$ cat config.mk
export PLATFORM = sky130hd
export DESIGN_NAME = pabd_pin_mux
export DESIGN_NICKNAME = d
export VERILOG_FILES = /design/src/shared/pabd_pkg.sv /design/src/core/pabd_pin_mux.sv /design/src/core/pabd_sync.sv
export SDC_FILE = /design/constraint.sdc
export NUM_CORES = 1
export LEC_CHECK = 0
export ABC_AREA = 1
export BUFFER_PORTS_ARGS = -buffer_cell sky130_fd_sc_hd__buf_2
export CAP_MARGIN = 20
export CORE_MARGIN = 5
export CORE_UTILIZATION = 47
export CTS_CLUSTER_DIAMETER = 120
export DETAILED_ROUTE_END_ITERATION = 10
export GPL_TIMING_DRIVEN = 0
export PLACE_DENSITY = 0.83
export SLEW_MARGIN = 20
export SYNTH_ARGS = -nofsm -noshare
export SYNTH_HDL_FRONTEND = slang
export SYNTH_SLANG_ARGS = --single-unit
$ cat constraint.sdc
create_clock -name clock_i -period 2.97 [get_ports clock_i]
set_input_delay 0.7425 -clock clock_i [delete_from_list [all_inputs] [get_ports clock_i]]
set_output_delay 0.7425 -clock clock_i [all_outputs]
set_load 0.1 [all_outputs]
$ cat src/shared/pabd_pkg.sv
// Package with the pin mux constants and mode encodings.
package pabd_pkg;
  // Interface selection codes: 00 ports, 01 reserved, 10 waveform engine, 11 slave FIFO.
  localparam logic [1:0] IFCFG_PORTS = 2'h0;
  localparam logic [1:0] IFCFG_RSVD = 2'h1;
  localparam logic [1:0] IFCFG_WAVE = 2'h2;
  localparam logic [1:0] IFCFG_FIFO = 2'h3;
  // Bit position of packet-commit polarity in the polarity configuration.
  localparam int POL_COMMIT_BIT = 5;
  // Bit position of the alternate-function bit for port A bit 7.
  localparam int ALT_A7_BIT = 7;
  // Bit position of the word-wide bit in the endpoint FIFO configuration.
  localparam int WORDWIDE_BIT = 0;
  // Reset values: port registers clear, all drivers off.
  localparam logic [7:0] PORT_RESET = 8'h00;
  localparam logic [7:0] OE_RESET = 8'h00;
  // Reset value of the commit edge tracker: treated as already active.
  localparam logic COMMIT_IDLE_RESET = 1'b1;
  // Cycles of synchroniser delay on every pin input.
  localparam int SYNC_STAGES = 2;
endpackage : pabd_pkg

$ cat src/core/pabd_pin_mux.sv
// Pin multiplexer for port A bits 6 and 7, port B and port D bit 0.
// Operation
// - Config field picks port A6 or commit
// - Asserted commit input commits FIFO packet
// - Commit active level set by polarity bit
// - Config and alt bit pick A7 role
// - Flag role drives selected FIFO flag
// - Chip select gates all FIFO strobes
// - Port B pins are port or data
// - Data lines driven out, sampled in
// - Port D0 is bit 8 when wordwide
// - Port mode has per-bit output enable, except A6 and A7 share one
`timescale 1ns/1ps
module pabd_pin_mux (
  input wire logic clock_i,
  input wire logic reset_i,
  input wire logic [1:0] interface_cfg_sel_i,
  input wire logic [7:0] fifo_pin_polarity_cfg_i,
  input wire logic [7:0] porta_alt_func_cfg_i,
  input wire logic [7:0] endpoint_fifo_cfg_i,
  input wire logic port_wr_i,
  input wire logic [9:0] port_out_i,
  input wire logic [9:0] port_oe_i,
  output logic [9:0] port_in_o,
  input wire logic fifo_flag_d_i,
  input wire logic bus_drive_i,
  input wire logic [8:0] bus_out_i,
  output logic [8:0] bus_in_o,
  output logic packet_commit_o,
  output logic fifo_select_o,
  output logic [1:0] porta_hi_out_o,
  output logic [1:0] porta_hi_oe_o,
  input wire logic [1:0] porta_hi_in_i,
  output logic [7:0] portb_out_o,
  output logic [7:0] portb_oe_o,
  input wire logic [7:0] portb_in_i,
  output logic portd_bit0_out_o,
  output logic portd_bit0_oe_o,
  input wire logic portd_bit0_in_i
);
  // Port register index layout: 0..7 port B, 8 port D bit 0, 9 port A bits 6 and 7.
  // Port A bits 6 and 7 share latch bit 9 in their port roles, so software cannot
  // drive them to different levels; that saves a latch at the cost of flexibility.
  // Both port A outputs are registered once more, so they follow port B by one cycle.

  // All state of the mux: port and bus output latches, enables, port A outputs and a commit edge tracker.
  typedef struct packed {
    logic [9:0] port_out;
    logic [9:0] port_oe;
    logic [8:0] bus_out;
    logic bus_oe;
    logic [1:0] a_out;
    logic [1:0] a_oe;
    logic commit_prev;
    logic commit;
  } pabd_state_type;

  pabd_state_type state;
  pabd_state_type next_state;

  // Synchronised pin levels: [7:0] port B, [8] port D0, [9] A6, [10] A7.
  logic [10:0] pins_sync;

  pabd_sync #(
    .WIDTH(11)
  ) u_sync (
    .clock_i(clock_i),
    .reset_i(reset_i),
    .async_i({porta_hi_in_i, portd_bit0_in_i, portb_in_i}),
    .sync_o(pins_sync)
  );

  // Decoded modes and pin roles, combinational from configuration inputs and synchronised pins.
  logic bus_mode;
  logic fifo_mode;
  logic wide_mode;
  logic a7_flag;
  logic a7_select;
  logic commit_level;
  logic select_active;

  // True when the interface field selects either bus mode.
  function automatic logic pabd_is_bus(input logic [1:0] sel);
    pabd_is_bus = (sel == pabd_pkg::IFCFG_WAVE) || (sel == pabd_pkg::IFCFG_FIFO);
  endfunction : pabd_is_bus

  // Mode decode; reserved code is treated as port mode to keep pins safe.
  always_comb begin
    bus_mode = pabd_is_bus(interface_cfg_sel_i);
    fifo_mode = (interface_cfg_sel_i == pabd_pkg::IFCFG_FIFO);
    wide_mode = bus_mode && endpoint_fifo_cfg_i[pabd_pkg::WORDWIDE_BIT];
    // Alt bit set gives the flag output; clear gives chip select in FIFO mode.
    a7_flag = bus_mode && porta_alt_func_cfg_i[pabd_pkg::ALT_A7_BIT];
    a7_select = fifo_mode && !porta_alt_func_cfg_i[pabd_pkg::ALT_A7_BIT];
    // Polarity bit set means the commit input is active high.
    // A change of polarity while the pin is idle looks like an edge and commits once;
    // software should change the polarity only outside slave FIFO mode.
    commit_level = pins_sync[9] ~^ fifo_pin_polarity_cfg_i[pabd_pkg::POL_COMMIT_BIT];
    // Without the chip-select role the FIFO is always selected.
    select_active = a7_select ? !pins_sync[10] : 1'b1;
  end

  // Next-state logic for every driven pin.
  always_comb begin
    next_state = state;
    // Port latches load whenever software writes; they keep value across mode changes.
    if (port_wr_i) begin
      next_state.port_out = port_out_i;
      next_state.port_oe = port_oe_i;
    end
    next_state.bus_out = bus_out_i;
    // Bus drive is refused while the chip select is inactive.
    next_state.bus_oe = bus_mode && bus_drive_i && select_active;
    // Port A bit 6: port pin unless FIFO mode takes it as a commit input.
    next_state.a_out[0] = state.port_out[9];
    next_state.a_oe[0] = fifo_mode ? 1'b0 : state.port_oe[9];
    // Port A bit 7: flag output, select input, or a port pin mirroring bit 6 register.
    if (a7_flag) begin
      next_state.a_out[1] = fifo_flag_d_i;
      next_state.a_oe[1] = 1'b1;
    end else if (a7_select) begin
      next_state.a_out[1] = 1'b0;
      next_state.a_oe[1] = 1'b0;
    end else begin
      next_state.a_out[1] = state.port_out[9];
      next_state.a_oe[1] = state.port_oe[9];
    end
    // Commit is one pulse on the inactive-to-active edge of the gated input.
    next_state.commit_prev = commit_level && fifo_mode && select_active;
    next_state.commit = next_state.commit_prev && !state.commit_prev;
  end

  // Register the state; reset leaves every pin an input with drivers off.
  always_ff @(posedge clock_i or posedge reset_i) begin
    if (reset_i) begin
      state <= '0;
      // The commit edge tracker starts as if the pin were already active, so the
      // zeroed synchroniser cannot fake an edge while it fills after reset.
      state.commit_prev <= pabd_pkg::COMMIT_IDLE_RESET;
    end else begin
      state <= next_state;
    end
  end

  // Pin drive selection per bit between the port latch and the data bus.
  always_comb begin
    portb_out_o = bus_mode ? state.bus_out[7:0] : state.port_out[7:0];
    portb_oe_o = bus_mode ? {8{state.bus_oe}} : state.port_oe[7:0];
    portd_bit0_out_o = wide_mode ? state.bus_out[8] : state.port_out[8];
    portd_bit0_oe_o = wide_mode ? state.bus_oe : state.port_oe[8];
    porta_hi_out_o = state.a_out;
    porta_hi_oe_o = state.a_oe;
    port_in_o = {pins_sync[9], pins_sync[8:0]};
    bus_in_o = {wide_mode ? pins_sync[8] : 1'b0, pins_sync[7:0]};
    packet_commit_o = state.commit;
    fifo_select_o = select_active && fifo_mode;
  end

  // Checks on the pin mux.
  // They watch registered pin controls, so most of them look one cycle after the cause.
  // All are disabled during reset, when the outputs are held at their reset values.
  chk_select_gates_bus: assert property (@(posedge clock_i) disable iff (reset_i)
    (a7_select && pins_sync[10]) |=> !state.bus_oe)
    else $error("bus driven while deselected");
  chk_commit_pulse_one: assert property (@(posedge clock_i) disable iff (reset_i)
    packet_commit_o |=> !packet_commit_o)
    else $error("commit longer than one cycle");
  chk_commit_needs_fifo: assert property (@(posedge clock_i) disable iff (reset_i)
    packet_commit_o |-> $past(fifo_mode))
    else $error("commit outside fifo mode");
  chk_commit_polarity: assert property (@(posedge clock_i) disable iff (reset_i)
    (packet_commit_o && $stable(fifo_pin_polarity_cfg_i)) |-> $past(commit_level))
    else $error("commit at wrong level");
  chk_flag_drives: assert property (@(posedge clock_i) disable iff (reset_i)
    a7_flag |=> (porta_hi_oe_o[1] && porta_hi_out_o[1] == $past(fifo_flag_d_i)))
    else $error("flag not driven");
  chk_select_is_input: assert property (@(posedge clock_i) disable iff (reset_i)
    a7_select |=> !porta_hi_oe_o[1])
    else $error("select pin driven");
  chk_portb_bus_oe: assert property (@(posedge clock_i) disable iff (reset_i)
    bus_mode |-> (portb_oe_o == {8{state.bus_oe}}))
    else $error("port b mux wrong");
  chk_pd0_narrow: assert property (@(posedge clock_i) disable iff (reset_i)
    !wide_mode |-> (portd_bit0_oe_o == state.port_oe[8]))
    else $error("pd0 left port role");
  chk_port_oe_load: assert property (@(posedge clock_i) disable iff (reset_i)
    (port_wr_i && !bus_mode) |=> !$stable(bus_mode) || portb_oe_o == $past(port_oe_i[7:0]))
    else $error("port enable not loaded");
  chk_bus_sample: assert property (@(posedge clock_i) disable iff (reset_i)
    bus_in_o[7:0] == pins_sync[7:0])
    else $error("bus sample wrong");

  // A dropped drive request must release the data pins at the next edge.
  chk_bus_drive_release: assert property (@(posedge clock_i) disable iff (reset_i)
    (bus_mode && !$past(bus_drive_i)) |-> (portb_oe_o == 8'h00))
    else $error("bus still driven after release");

  // In slave FIFO mode port A bit 6 is the commit input and is never driven.
  chk_a6_commit_input: assert property (@(posedge clock_i) disable iff (reset_i)
    fifo_mode |=> !porta_hi_oe_o[0])
    else $error("commit pin driven");

  // Outside slave FIFO mode port A bit 6 follows its port enable latch.
  chk_a6_port_follow: assert property (@(posedge clock_i) disable iff (reset_i)
    !fifo_mode |=> (porta_hi_oe_o[0] == $past(state.port_oe[9])))
    else $error("a6 port enable wrong");

  // A deselected FIFO never produces a commit.
  chk_select_no_commit: assert property (@(posedge clock_i) disable iff (reset_i)
    (a7_select && pins_sync[10]) |=> !packet_commit_o)
    else $error("commit while deselected");

  // Outside slave FIFO mode the commit output stays low.
  chk_commit_ports_idle: assert property (@(posedge clock_i) disable iff (reset_i)
    !fifo_mode |=> !packet_commit_o)
    else $error("commit in port mode");

  // In word-wide bus mode bit 8 is enabled together with the low byte.
  chk_pd0_wide_bus: assert property (@(posedge clock_i) disable iff (reset_i)
    wide_mode |-> (portd_bit0_oe_o == portb_oe_o[0]))
    else $error("bit 8 enable differs from low byte");

  // A port write shows on port B one cycle later while the mode stays port.
  chk_portb_port_load: assert property (@(posedge clock_i) disable iff (reset_i)
    (!bus_mode && $past(port_wr_i) && $stable(bus_mode)) |-> (portb_out_o == $past(port_out_i[7:0])))
    else $error("port b data not loaded");
endmodule : pabd_pin_mux

$ cat src/core/pabd_sync.sv
// Two flip-flop synchroniser for a vector of pin inputs.
`timescale 1ns/1ps
module pabd_sync #(
  parameter int WIDTH = 8
) (
  input wire logic clock_i,
  input wire logic reset_i,
  input wire logic [WIDTH-1:0] async_i,
  output logic [WIDTH-1:0] sync_o
);
  // State of the synchroniser held in one packed struct.
  typedef struct packed {
    logic [WIDTH-1:0] stage1;
    logic [WIDTH-1:0] stage2;
  } pabd_sync_state_type;

  pabd_sync_state_type state;
  pabd_sync_state_type next_state;

  // The first stage feeds only the second; nothing else reads it.
  always_comb begin
    next_state = state;
    next_state.stage1 = async_i;
    next_state.stage2 = state.stage1;
  end

  // Register the chain; reset loads constants only.
  always_ff @(posedge clock_i or posedge reset_i) begin
    if (reset_i) begin
      state <= '0;
    end else begin
      state <= next_state;
    end
  end

  assign sync_o = state.stage2;
endmodule : pabd_sync

* Word level (Yosys, flattened, before mapping)
Cells that the tools add are included. Widths: inputs -> output; s select.
Storage, ports and cells: word-level logic and storage cells 37, input port bits 71, flip-flop bits (word level) 58
Operators by class: equality and inequality tests 2, reduce and logical (&&, ||, !) cells 13, bitwise operators 1, mux-type cells 11
Operators by type and width (number):
- $mux 8 | 2
- $logic_and 1x1->1 | 9
- $mux 1 | 9
- $eq 2x2->1 const B | 2
- $logic_not 1->1 | 3
- $logic_or 1x1->1 | 1
- $xnor 1x1->1 | 1

* Logic depth before layout (Yosys ltp)
Gate-level depths: netlist of run 1.
depth after elaboration 5, mapped depth 4

* Modules after synthesis
A second synthesis of run 1 with hierarchy kept.
Second synthesis, totals: cells, all modules 184, area total of the unflattened synthesis 2067.0 sq um
Modules (own cells, without submodules):
- pabd_pin_mux | cells each 161, times used 1, area each 1512.7 sq um
- pabd_sync | cells each 23, times used 1, area each 554.3 sq um

* Worst setup path before layout of run 1
OpenSTA, ideal clock, no wires.
kind input -> output, from input port interface_cfg_sel_i[1], to output port portb_oe_o[0], buffers on the path 1, stages on the path 2, setup slack -0.802 ns, data arrival time 3.029 ns, data required time 2.227 ns, cell sequence buf_1 > o21ai_0
On the way: longest elaborated chain between the ends 3, elaborated cells on any way between the ends 4, classes of those cells eq/ne (2); mux (1); reduce/logical (1)
RTL lines:
- from (decl) | line pabd_pin_mux.sv:17 | input wire logic [1:0] interface_cfg_sel_i,
- $eq 2x2->1 | line pabd_pin_mux.sv:84 | pabd_is_bus = (sel == pabd_pkg::IFCFG_WAVE) || (sel == pabd_pkg::IFCFG_FIFO);
- $logic_or 1x1->1 (*) | line pabd_pin_mux.sv:84
- $mux 8 (*) | line pabd_pin_mux.sv:148 | portb_oe_o = bus_mode ? {8{state.bus_oe}} : state.port_oe[7:0];
- to (decl) | line pabd_pin_mux.sv:35 | output logic [7:0] portb_oe_o,
Mark *: on every way between the ends. The rest lies on a longest branch, timed or not.

* Worst setup path after layout of run 1
from input port interface_cfg_sel_i[1], to output port portb_oe_o[2]
Same word-level chain as after synthesis.

==> results.json, run 1 <==
{
  "outcome": "finished clean",
  "areaGrowthSynthToFinish_pct": 35.9,
  "fillers": 377,
  "yosysTopAreaCellShare_pct": 66.7,
  "max_freq_mhz": 380,
  "antenna_found_initial": 0,
  "cpLargestDelayFamily": "buffers and inverters",
  "crit_top_cell": "buf_2",
  "cts_setup_buffers": 0,
  "fp.dieH_um": 77.5,
  "end_kind": "primary output",
  "drc_errors": 0,
  "drive_gt1_share_pct": 48.3,
  "pre_cts_slack_ns": 0.328,
  "tightest_slew_ns": 0.672,
  "min_period_ns": 2.63,
  "htreeDepth": 3,
  "ys_types": 16,
  "cp_slowest_cell": "buf_2",
  "maxCapViolations": 0,
  "crit_buf_inv": 3,
  "drt-total-wl_um": 4470,
  "start_util_pct": 48.8,
  "grt_max_degree": 59,
  "ff2ff_path_depth": 3,
  "critPathMaxStageDelay_ns": 0.44,
  "crit_chain": "buf_2 -> buf_4 -> nand2_1 -> o21ai_1 -> buf_2",
  "clock_latency_ns": 0.32,
  "hold_depth": 0,
  "pin_count": 114,
  "fin_setup_tns_ns": 0,
  "antennaDiodeCount": 0,
  "die_area_um2": 6000,
  "wl_per_cell_um": 12.7,
  "place.gp.congestion": 0.719,
  "hold_viol_final": 0,
  "syn-num-nets": 264,
  "drt-pass1-iter-count": 4,
  "fin_cells": 352,
  "p_per_area_nw_per_um2": 742,
  "cts_resized": 0,
  "tritoncts": "built",
  "fp.dieW_um": 77.5,
  "cp-start-kind": "input port",
  "synth_area_leaders": "dfrtp_1 67%, buf_4 8.8%, o21ai_0 8.2%, nand2_1 6.1%, inv_1 4.0%",
  "placed_cells": 336,
  "synth_commonest_cells": "57 x dfrtp_1, 35 x nand2_1, 35 x o21ai_0",
  "rsz0062_at_grt": "false",
  "drv_slew": 0,
  "grt_first_pass_wirelength_um": 7210,
  "crit_arrival_ns": 1.89,
  "synth-edff-count": 0,
  "clock-sinks": 58,
  "fin_util_pct": 66.3,
  "wl_met1_um": 1760,
  "core_area_um2": 4380,
  "crit_path_max_fanout": 10,
  "regArea_um2": 1450,
  "hold_buffers": 0,
  "worstPathRequired_ns": 2.23,
  "p_leak_nw": 1.58,
  "top_layer_used": "met4",
  "synth_most_common_cell": "dfrtp_1",
  "min_period_over_period_pct": 88.7,
  "nets": 366,
  "yosysWarnings": 0,
  "numCtsBuffers": 9,
  "route.met3.wl_um": 395,
  "relSlewSlack_pct": 55.2,
  "drtIter0Drc": 74,
  "root_buffer": "clkbuf_8",
  "synth_ff_type": "dfrtp_1",
  "dp_hpwl_um": 3330,
  "grt_pass1_vias": 1580,
  "multi_input_comb_area_um2": 414,
  "syn_area_um2": 2140,
  "grt_overflow": 0,
  "setup_ws_ns": 0.336,
  "syn_avg_cell_area_um2": 11.1,
  "synthArstFlopShare_pct": 100,
  "vias_per_cell": 4.48,
  "grt_use_total_pct": 15.5,
  "r2r_setup_slack_ns": 2.18,
  "path_class": "input port to primary output",
  "clk_pin_slew_ns": 0.06,
  "ys_seq_elements": 58,
  "skew_ns": 0.00673,
  "clockBufferDepth": 2,
  "syn_inst": 193,
  "ant_nets": 0,
  "cp.depth": 5,
  "port_buffers": 91,
  "hp-class": "flop to flop",
  "ir_drop_uv": 543,
  "row_count": 24,
  "ys_seq_area_share_pct": 67.9,
  "post-synth-top-area-cell": "dfrtp_1",
  "setup_viol": 0,
  "route.met2.wl_um": 2250,
  "vias": 1577
}
==> metrics by stage <==
| stage | power [mW] | hold WS, ns | area (µm²) |
|---|---|---|---|
| final | 2.16 | 0.348 | 2910 |
| after global routing | 2.25 | 0.355 | 2910 |
| after detailed placement | 1.40 | 0.335 | 2690 |
| after global placement | 1.39 | 0.332 | 2690 |
| after CTS | 2.18 | 0.349 | 2910 |
| after floorplan | 1.30 | 0.331 | 2160 |
==> report_power, final <==
group / leakage, nW / total [mW] / internal (mW) / switching (mW)
sequential: 0.689 / 0.861 / 0.844 / 0.0168
clock: 0.109 / 0.779 / 0.492 / 0.286
combinational: 0.784 / 0.517 / 0.102 / 0.415
total: 1.58 / 2.16 / 1.44 / 0.718
==> flip-flops by register name (all words and copies together) (netlist names) <==
| register | cells |
|---|---|
| u_sync.sync_o | 11 |
| porta_hi_oe_o | 2 |
| porta_hi_out_o | 2 |
| packet_commit_o | 1 |
| u_sync.next_state | 11 |
| state | 30 |
| next_state | 1 |
==> final timing paths <==
path,end,start
setup reg to reg,packet_commit_o,u_sync.sync_o[9]
max in group asynchronous,u_sync.next_state[7],reset_i
setup / recovery,portb_oe_o[2],interface_cfg_sel_i[1]
hold reg to reg,u_sync.sync_o[10],u_sync.next_state[10]
hold / removal,u_sync.sync_o[10],u_sync.next_state[10]
min in group asynchronous,u_sync.sync_o[0],reset_i
==> area by class of cell <==
class,count,share of cell area (%)
repair buffers,91,15.7
well taps,52,2.24
inverters,23,3.06
flip-flops and latches,58,50.0
clock inverters,5,2.67
plain buffers,29,7.28
clock buffers,11,4.86
multi-input cells,83,14.2
==> per-layer routing <==
layer / GRT usage (%) / vias up
met3: 6.37 / 4
met4: 7.39 / 0
li1: - / 788
met2: 24.6 / 63
met1: 18.3 / 722
met5: 0 / -
==> logic make-up (layout without fill, tap and decap cells) <==
| family | after synthesis | count (layout) | share of synthesized area [%] |
|---|---|---|---|
| DFF | 58 | 58 | 67.9 |
| buffers and inverters | 52 | 159 | 13.9 |
| and+or+nand+nor | 42 | 42 | 7.55 |
| AOI/OAI and AO/OA | 38 | 38 | 9.13 |
| muxes | 2 | 2 | 1.05 |
| xor gates and xnor gates | 1 | 1 | 0.410 |
==> placed cells by master (no fill, tap or decap) <==
master	netlist	layout
buf_2	1	92
dfrtp_1	57	57
nand2_1	35	35
buf_4	25	25
inv_1	23	22
o21ai_0	35	19
o21ai_1	0	10
clkbuf_8	0	10
o21ai_2	0	6
nor2_1	4	4
nand3_1	3	3
buf_1	2	2
a21oi_2	1	2
mux2_2	2	2
bufinv_16	0	2
clkinv_2	0	2
buf_6	1	1
a31oi_1	1	1
xnor2_1	1	1
inv_4	0	1
clkbuf_1	0	1
clkinvlp_4	0	1
dfstp_2	1	1
No activity file was read; power rests on OpenSTA's default activity.
==> run 2, diff against run 1 <==
- CORE_UTILIZATION: 47 -> 49
- CTS_BUF_LIST: unset -> sky130_fd_sc_hd__clkbuf_2
- PLACE_DENSITY: 0.83 -> 0.86
- TNS_END_PERCENT: unset -> 100
==> run 2 against run 1 <==
- worst hold slack better by 0.0052 ns
- register-to-register slack about the same
- clock-buffer cell count unchanged
- sequential share of layout area up 2.6 points
- core utilization down 1.9 points
- clock power down 53%
- flip-flop and latch count unchanged
- critical endpoint unchanged
- sequential power about the same
- power down 19%
- highest routed layer unchanged
- setup slack better by 0.040 ns
- fmax up 1.6%
==> results.json, run 2 (synthesis results as in run 1) <==
{
  "hold_ws_ns": 0.354,
  "fin_setup_tns_ns": 0,
  "pin_count": 114,
  "antenna_found_initial": 0,
  "nets": 366,
  "drt-total-wl_um": 4570,
  "hold_viol_final": 0,
  "wl_per_cell_um": 13.0,
  "cts_setup_buffers": 0,
  "antennaDiodeCount": 0,
  "p_per_area_nw_per_um2": 631,
  "grt_pass1_vias": 1627,
  "fillers": 373,
  "port_buffers": 91,
  "drt-pass1-iter-count": 4,
  "root_buffer": "clkbuf_2",
  "tritoncts": "built",
  "clockBufferDepth": 2,
  "top_register": "state",
  "dp_hpwl_um": 3440,
  "grt_use_total_pct": 16.8,
  "die_area_um2": 5790,
  "placed_cells": 336,
  "clock_latency_ns": 0.45,
  "drc_errors": 0,
  "crit_arrival_ns": 1.85,
  "place.gp.congestion": 0.736,
  "drtIter0Drc": 98,
  "hold_depth": 0,
  "final_common_cell": "buf_2",
  "skew_ns": 0.0204,
  "largest_reg_flops": 30,
  "grt_overflow": 0,
  "hold_buffers": 0,
  "core_area_um2": 4290,
  "layout_common_cells": "92 x buf_2, 57 x dfrtp_1, 35 x nand2_1",
  "worstPathRequired_ns": 2.23,
  "clock-sinks": 58,
  "min_period_over_period_pct": 87.3,
  "r2r_start": "u_sync.sync_o[10]",
  "max_freq_mhz": 386,
  "start_util_pct": 49.8,
  "hp-class": "flop to flop",
  "fp.dieW_um": 76.1,
  "ff2ff_path_depth": 3,
  "p_leak_nw": 1.53,
  "min_period_ns": 2.59,
  "hp-start": "u_sync.next_state[9]",
  "grt_max_degree": 59,
  "grt_first_pass_wirelength_um": 7650,
  "htreeDepth": 3,
  "ant_nets": 0,
  "r2r_end": "packet_commit_o",
  "fp.dieH_um": 76.1,
  "hold_path_end": "u_sync.sync_o[9]",
  "tightest_slew_ns": 0.664,
  "setup_viol": 0,
  "outcome": "finished clean",
  "drive_gt1_share_pct": 47.7,
  "areaGrowthSynthToFinish_pct": 29.3,
  "row_count": 24,
  "crit_path_max_fanout": 10,
  "numCtsBuffers": 9,
  "cts_resized": 0,
  "r2r_setup_slack_ns": 2.17,
  "ir_drop_uv": 424,
  "drv_slew": 0,
  "rsz0062_at_grt": "false",
  "clk_pin_slew_ns": 0.16,
  "relSlewSlack_pct": 55.7,
  "vias_per_cell": 4.55,
  "fin_cells": 352,
  "maxCapViolations": 0,
  "end_kind": "primary output",
  "vias": 1603,
  "path_class": "input port to primary output",
  "cp-start-kind": "input port"
}
[run 2: cell types whose count changed in the layout (fill, tap and decap cells not counted)]
cell	previous run	this run
clkbuf_1	1	0
bufinv_16	2	0
clkinvlp_4	1	0
clkbuf_2	0	11
clkinv_1	0	3
clkbuf_8	10	0
[run 2: critical path, stage by stage]
cell,delay [ns]
buf_2,0.11
buf_4,0.21
nand2_1,0.21
o21ai_1,0.13
buf_2,0.44
[run 2: final cells by class]
| class | instances | area (µm²) | share of cell area (%) |
|---|---|---|---|
| Inverter | 23 | 88.8 | 3.21 |
| Tap cell | 52 | 65.1 | 2.35 |
| Clock buffer | 11 | 55.1 | 1.99 |
| Sequential cell | 58 | 1450 | 52.6 |
| Buffer | 29 | 211 | 7.65 |
| Multi-Input combinational cell | 83 | 414 | 15.0 |
| Clock inverter | 5 | 21.3 | 0.770 |
| Timing Repair Buffer | 91 | 455 | 16.5 |
[run 2: routing by layer]
layer / track usage (%) / wire, µm / up-vias
met5: 0 / 0 / -
met4: 9.27 / 114 / 0
met3: 4.73 / 304 / 11
met2: 28.0 / 2400 / 53
met1: 19.3 / 1750 / 750
li1: - / - / 789
[run 2: power by group]
group          leakage (nW)  internal, mW  switching, mW  total, mW
clock network        0.0582         0.107          0.260      0.367
logic                 0.784         0.102          0.415      0.517
registers             0.689         0.843         0.0171      0.860
[run 2: worst max-delay path by stage]
| stage | start | to | slack (ns) | cells after the start |
|---|---|---|---|---|
| 6_report | interface_cfg_sel_i[1] | portb_oe_o[2] | 0.38 | 5 |
| 2_1_floorplan | interface_cfg_sel_i[1] | portb_oe_o[0] | -0.07 | 2 |
| 3_5_place_dp | interface_cfg_sel_i[1] | portb_oe_o[2] | 0.37 | 5 |
| 5_1_grt | interface_cfg_sel_i[1] | portb_oe_o[1] | 0.29 | 5 |
| 4_1_cts | interface_cfg_sel_i[1] | portb_oe_o[2] | 0.37 | 5 |
| 3_3_place_gp | reset_i | state[7] | 0.22 | 2 |
[run 2: metrics by stage]
step | util, % | power (mW) | setup WS, ns | instance area (µm²)
finish | 64.4 | 1.74 | 0.377 | 2760
global route | 64.4 | 1.84 | 0.292 | 2760
CTS | 64.4 | 1.76 | 0.370 | 2760
detailed placement | 62.6 | 1.40 | 0.370 | 2690
global placement | 62.5 | 1.39 | 0.218 | 2690
floorplan | - | 1.30 | -0.0739 | 2160
==> run 3, diff against run 2 <==
- BUFFER_PORTS_ARGS: -buffer_cell sky130_fd_sc_hd__buf_2 -> unset
- CORE_UTILIZATION: 49 -> 69
- DONT_BUFFER_PORTS: unset -> 1
- PLACE_DENSITY: 0.86 -> 0.85
==> run 3 against run 2 <==
- sequential power is 0.7% higher
- critical endpoint is now portb_out_o[6]
- clock skew is 0.0037 ns lower
- fmax is 6.7% lower
- core utilization is 16 points higher
- clock power is 49% higher
- clock-buffer cell count is 1 lower
- largest cell class unchanged
- largest power group unchanged
- critical path depth is 3 lower
==> results.json, run 3 (synthesis results as in run 1) <==
{
  "outcome": "finished clean",
  "ff2ff_path_depth": 3,
  "antenna_found_initial": 0,
  "ant_nets": 0,
  "grt_use_total_pct": 22.1,
  "p_per_area_nw_per_um2": 781,
  "tritoncts": "built",
  "numCtsBuffers": 9,
  "hp-class": "input port to asynchronous set/reset pin",
  "wl_per_cell_um": 17.3,
  "ir_drop_uv": 521,
  "critPathMaxStageDelay_ns": 0.99,
  "fp.dieH_um": 65.7,
  "startpoint": "interface_cfg_sel_i[1]",
  "start_util_pct": 71.2,
  "relSlewSlack_pct": 20.9,
  "switchingPower_mw": 0.697,
  "root_buffer": "clkbuf_2",
  "die_area_um2": 4310,
  "maxCapViolations": 0,
  "vias": 1356,
  "clock-sinks": 58,
  "r2r_setup_slack_ns": 1.55,
  "antennaDiodeCount": 0,
  "path_class": "input port to primary output",
  "htreeDepth": 3,
  "total_power_mw": 1.88,
  "vias_per_cell": 5.58,
  "layout_common_cells": "57 x dfrtp_1, 35 x nand2_1, 25 x buf_4",
  "p_seq_share_pct": 46.1,
  "crit_chain": "buf_1 -> o21ai_2",
  "max_freq_mhz": 360,
  "drt-total-wl_um": 4210,
  "largest_reg_flops": 30,
  "worstPathRequired_ns": 2.23,
  "final_common_cell": "dfrtp_1",
  "cp-start-kind": "input port",
  "top_register": "state",
  "clkPwrFrac_pct": 29.2,
  "place_area_um2": 2270,
  "grt_first_pass_wirelength_um": 6690,
  "tightest_slew_ns": 1.19,
  "row_count": 20,
  "drc_errors": 0,
  "p_int_mw": 1.18,
  "hold_viol_final": 0,
  "fin_setup_tns_ns": 0,
  "crit_path_max_fanout": 10,
  "cts_resized": 0,
  "fp.dieW_um": 65.7,
  "postLayoutCellArea_um2": 2400,
  "cp_slowest_cell": "o21ai_2",
  "hold_buffers": 0,
  "drv_slew": 0,
  "pin_count": 114,
  "r2r_end": "packet_commit_o",
  "crit_arrival_ns": 2.04,
  "setup_viol": 0,
  "cts_setup_buffers": 0,
  "fin_util_pct": 80.1,
  "grt_pass1_vias": 1420,
  "p_leak_nw": 1.21,
  "clock_latency_ns": 0.46,
  "power_frac_comb_pct": 24.6,
  "dp_hpwl_um": 3140,
  "end_kind": "primary output",
  "p_sw_share_pct": 37.1,
  "cpLargestDelayFamily": "compound AO/OA/AOI/OAI gates",
  "drtIter0Drc": 52,
  "clockBufferDepth": 2,
  "skew_ns": 0.0168,
  "nets": 276,
  "hold_ws_ns": 0.207,
  "drive_gt1_share_pct": 31.0,
  "clk_pin_slew_ns": 0.15,
  "port_buffers": 0,
  "grt_max_degree": 31,
  "areaGrowthSynthToFinish_pct": 12.5,
  "drt-pass1-iter-count": 4,
  "rsz0062_at_grt": "false",
  "crit_buf_inv": 1,
  "r2r_start": "u_sync.sync_o[10]",
  "place.gp.congestion": 0.815,
  "core_area_um2": 3000,
  "grt_overflow": 0,
  "min_period_ns": 2.78,
  "min_period_over_period_pct": 93.6
}
[run 3: cell types whose count changed in the layout (fill, tap and decap cells not counted), sizes merged]
cell,previous run,this run
clkbuf,11,10
bufinv,0,2
buf,120,30
clkinv,5,4
[run 3: worst max path at each step]
stage | end | slack, ns | depth (start not counted)
global placement | portb_out_o[4] | -0.18 | 2
detailed placement | portb_out_o[6] | 0.17 | 2
finish | portb_out_o[6] | 0.19 | 2
CTS | portb_oe_o[6] | 0.17 | 2
global route | portb_oe_o[6] | 0.13 | 2
floorplan | portb_oe_o[0] | -0.07 | 2
[run 3: stage by stage]
step,instances,setup slack [ns]
after detailed placement,227,0.173
after global placement,226,-0.182
after floorplan,193,-0.0739
after CTS,243,0.175
final,243,0.190
after global routing,243,0.129
[run 3: area by class of cell]
type	instances	area (µm²)
plain buffers	29	211
clock buffers	10	50.0
clock inverters	6	81.3
fillers	183	598
inverters	23	86.3
multi-input cells	83	462
flip-flops and latches	58	1450
well taps	33	41.3
repair buffers	1	20.0
[run 3: power groups by stage]
| stage | combinational, mW | sequential [mW] | clock [mW] |
|---|---|---|---|
| final | 0.463 | 0.866 | 0.548 |
| after global routing | 0.479 | 0.872 | 0.605 |
| after CTS | 0.465 | 0.866 | 0.564 |
| after global placement | 0.443 | 0.879 | 0 |
| after detailed placement | 0.464 | 0.882 | 0 |
| after floorplan | 0.424 | 0.875 | 0 |
[run 3: metal layers]
layer / GRT usage, % / vias up / part of all wire, %
met4: 12.7 / 0 / 1.7
met2: 36.5 / 72 / 53
met3: 7.69 / 9 / 11
met1: 24.5 / 664 / 34
met5: 0 / - / 0
li1: - / 611 / -
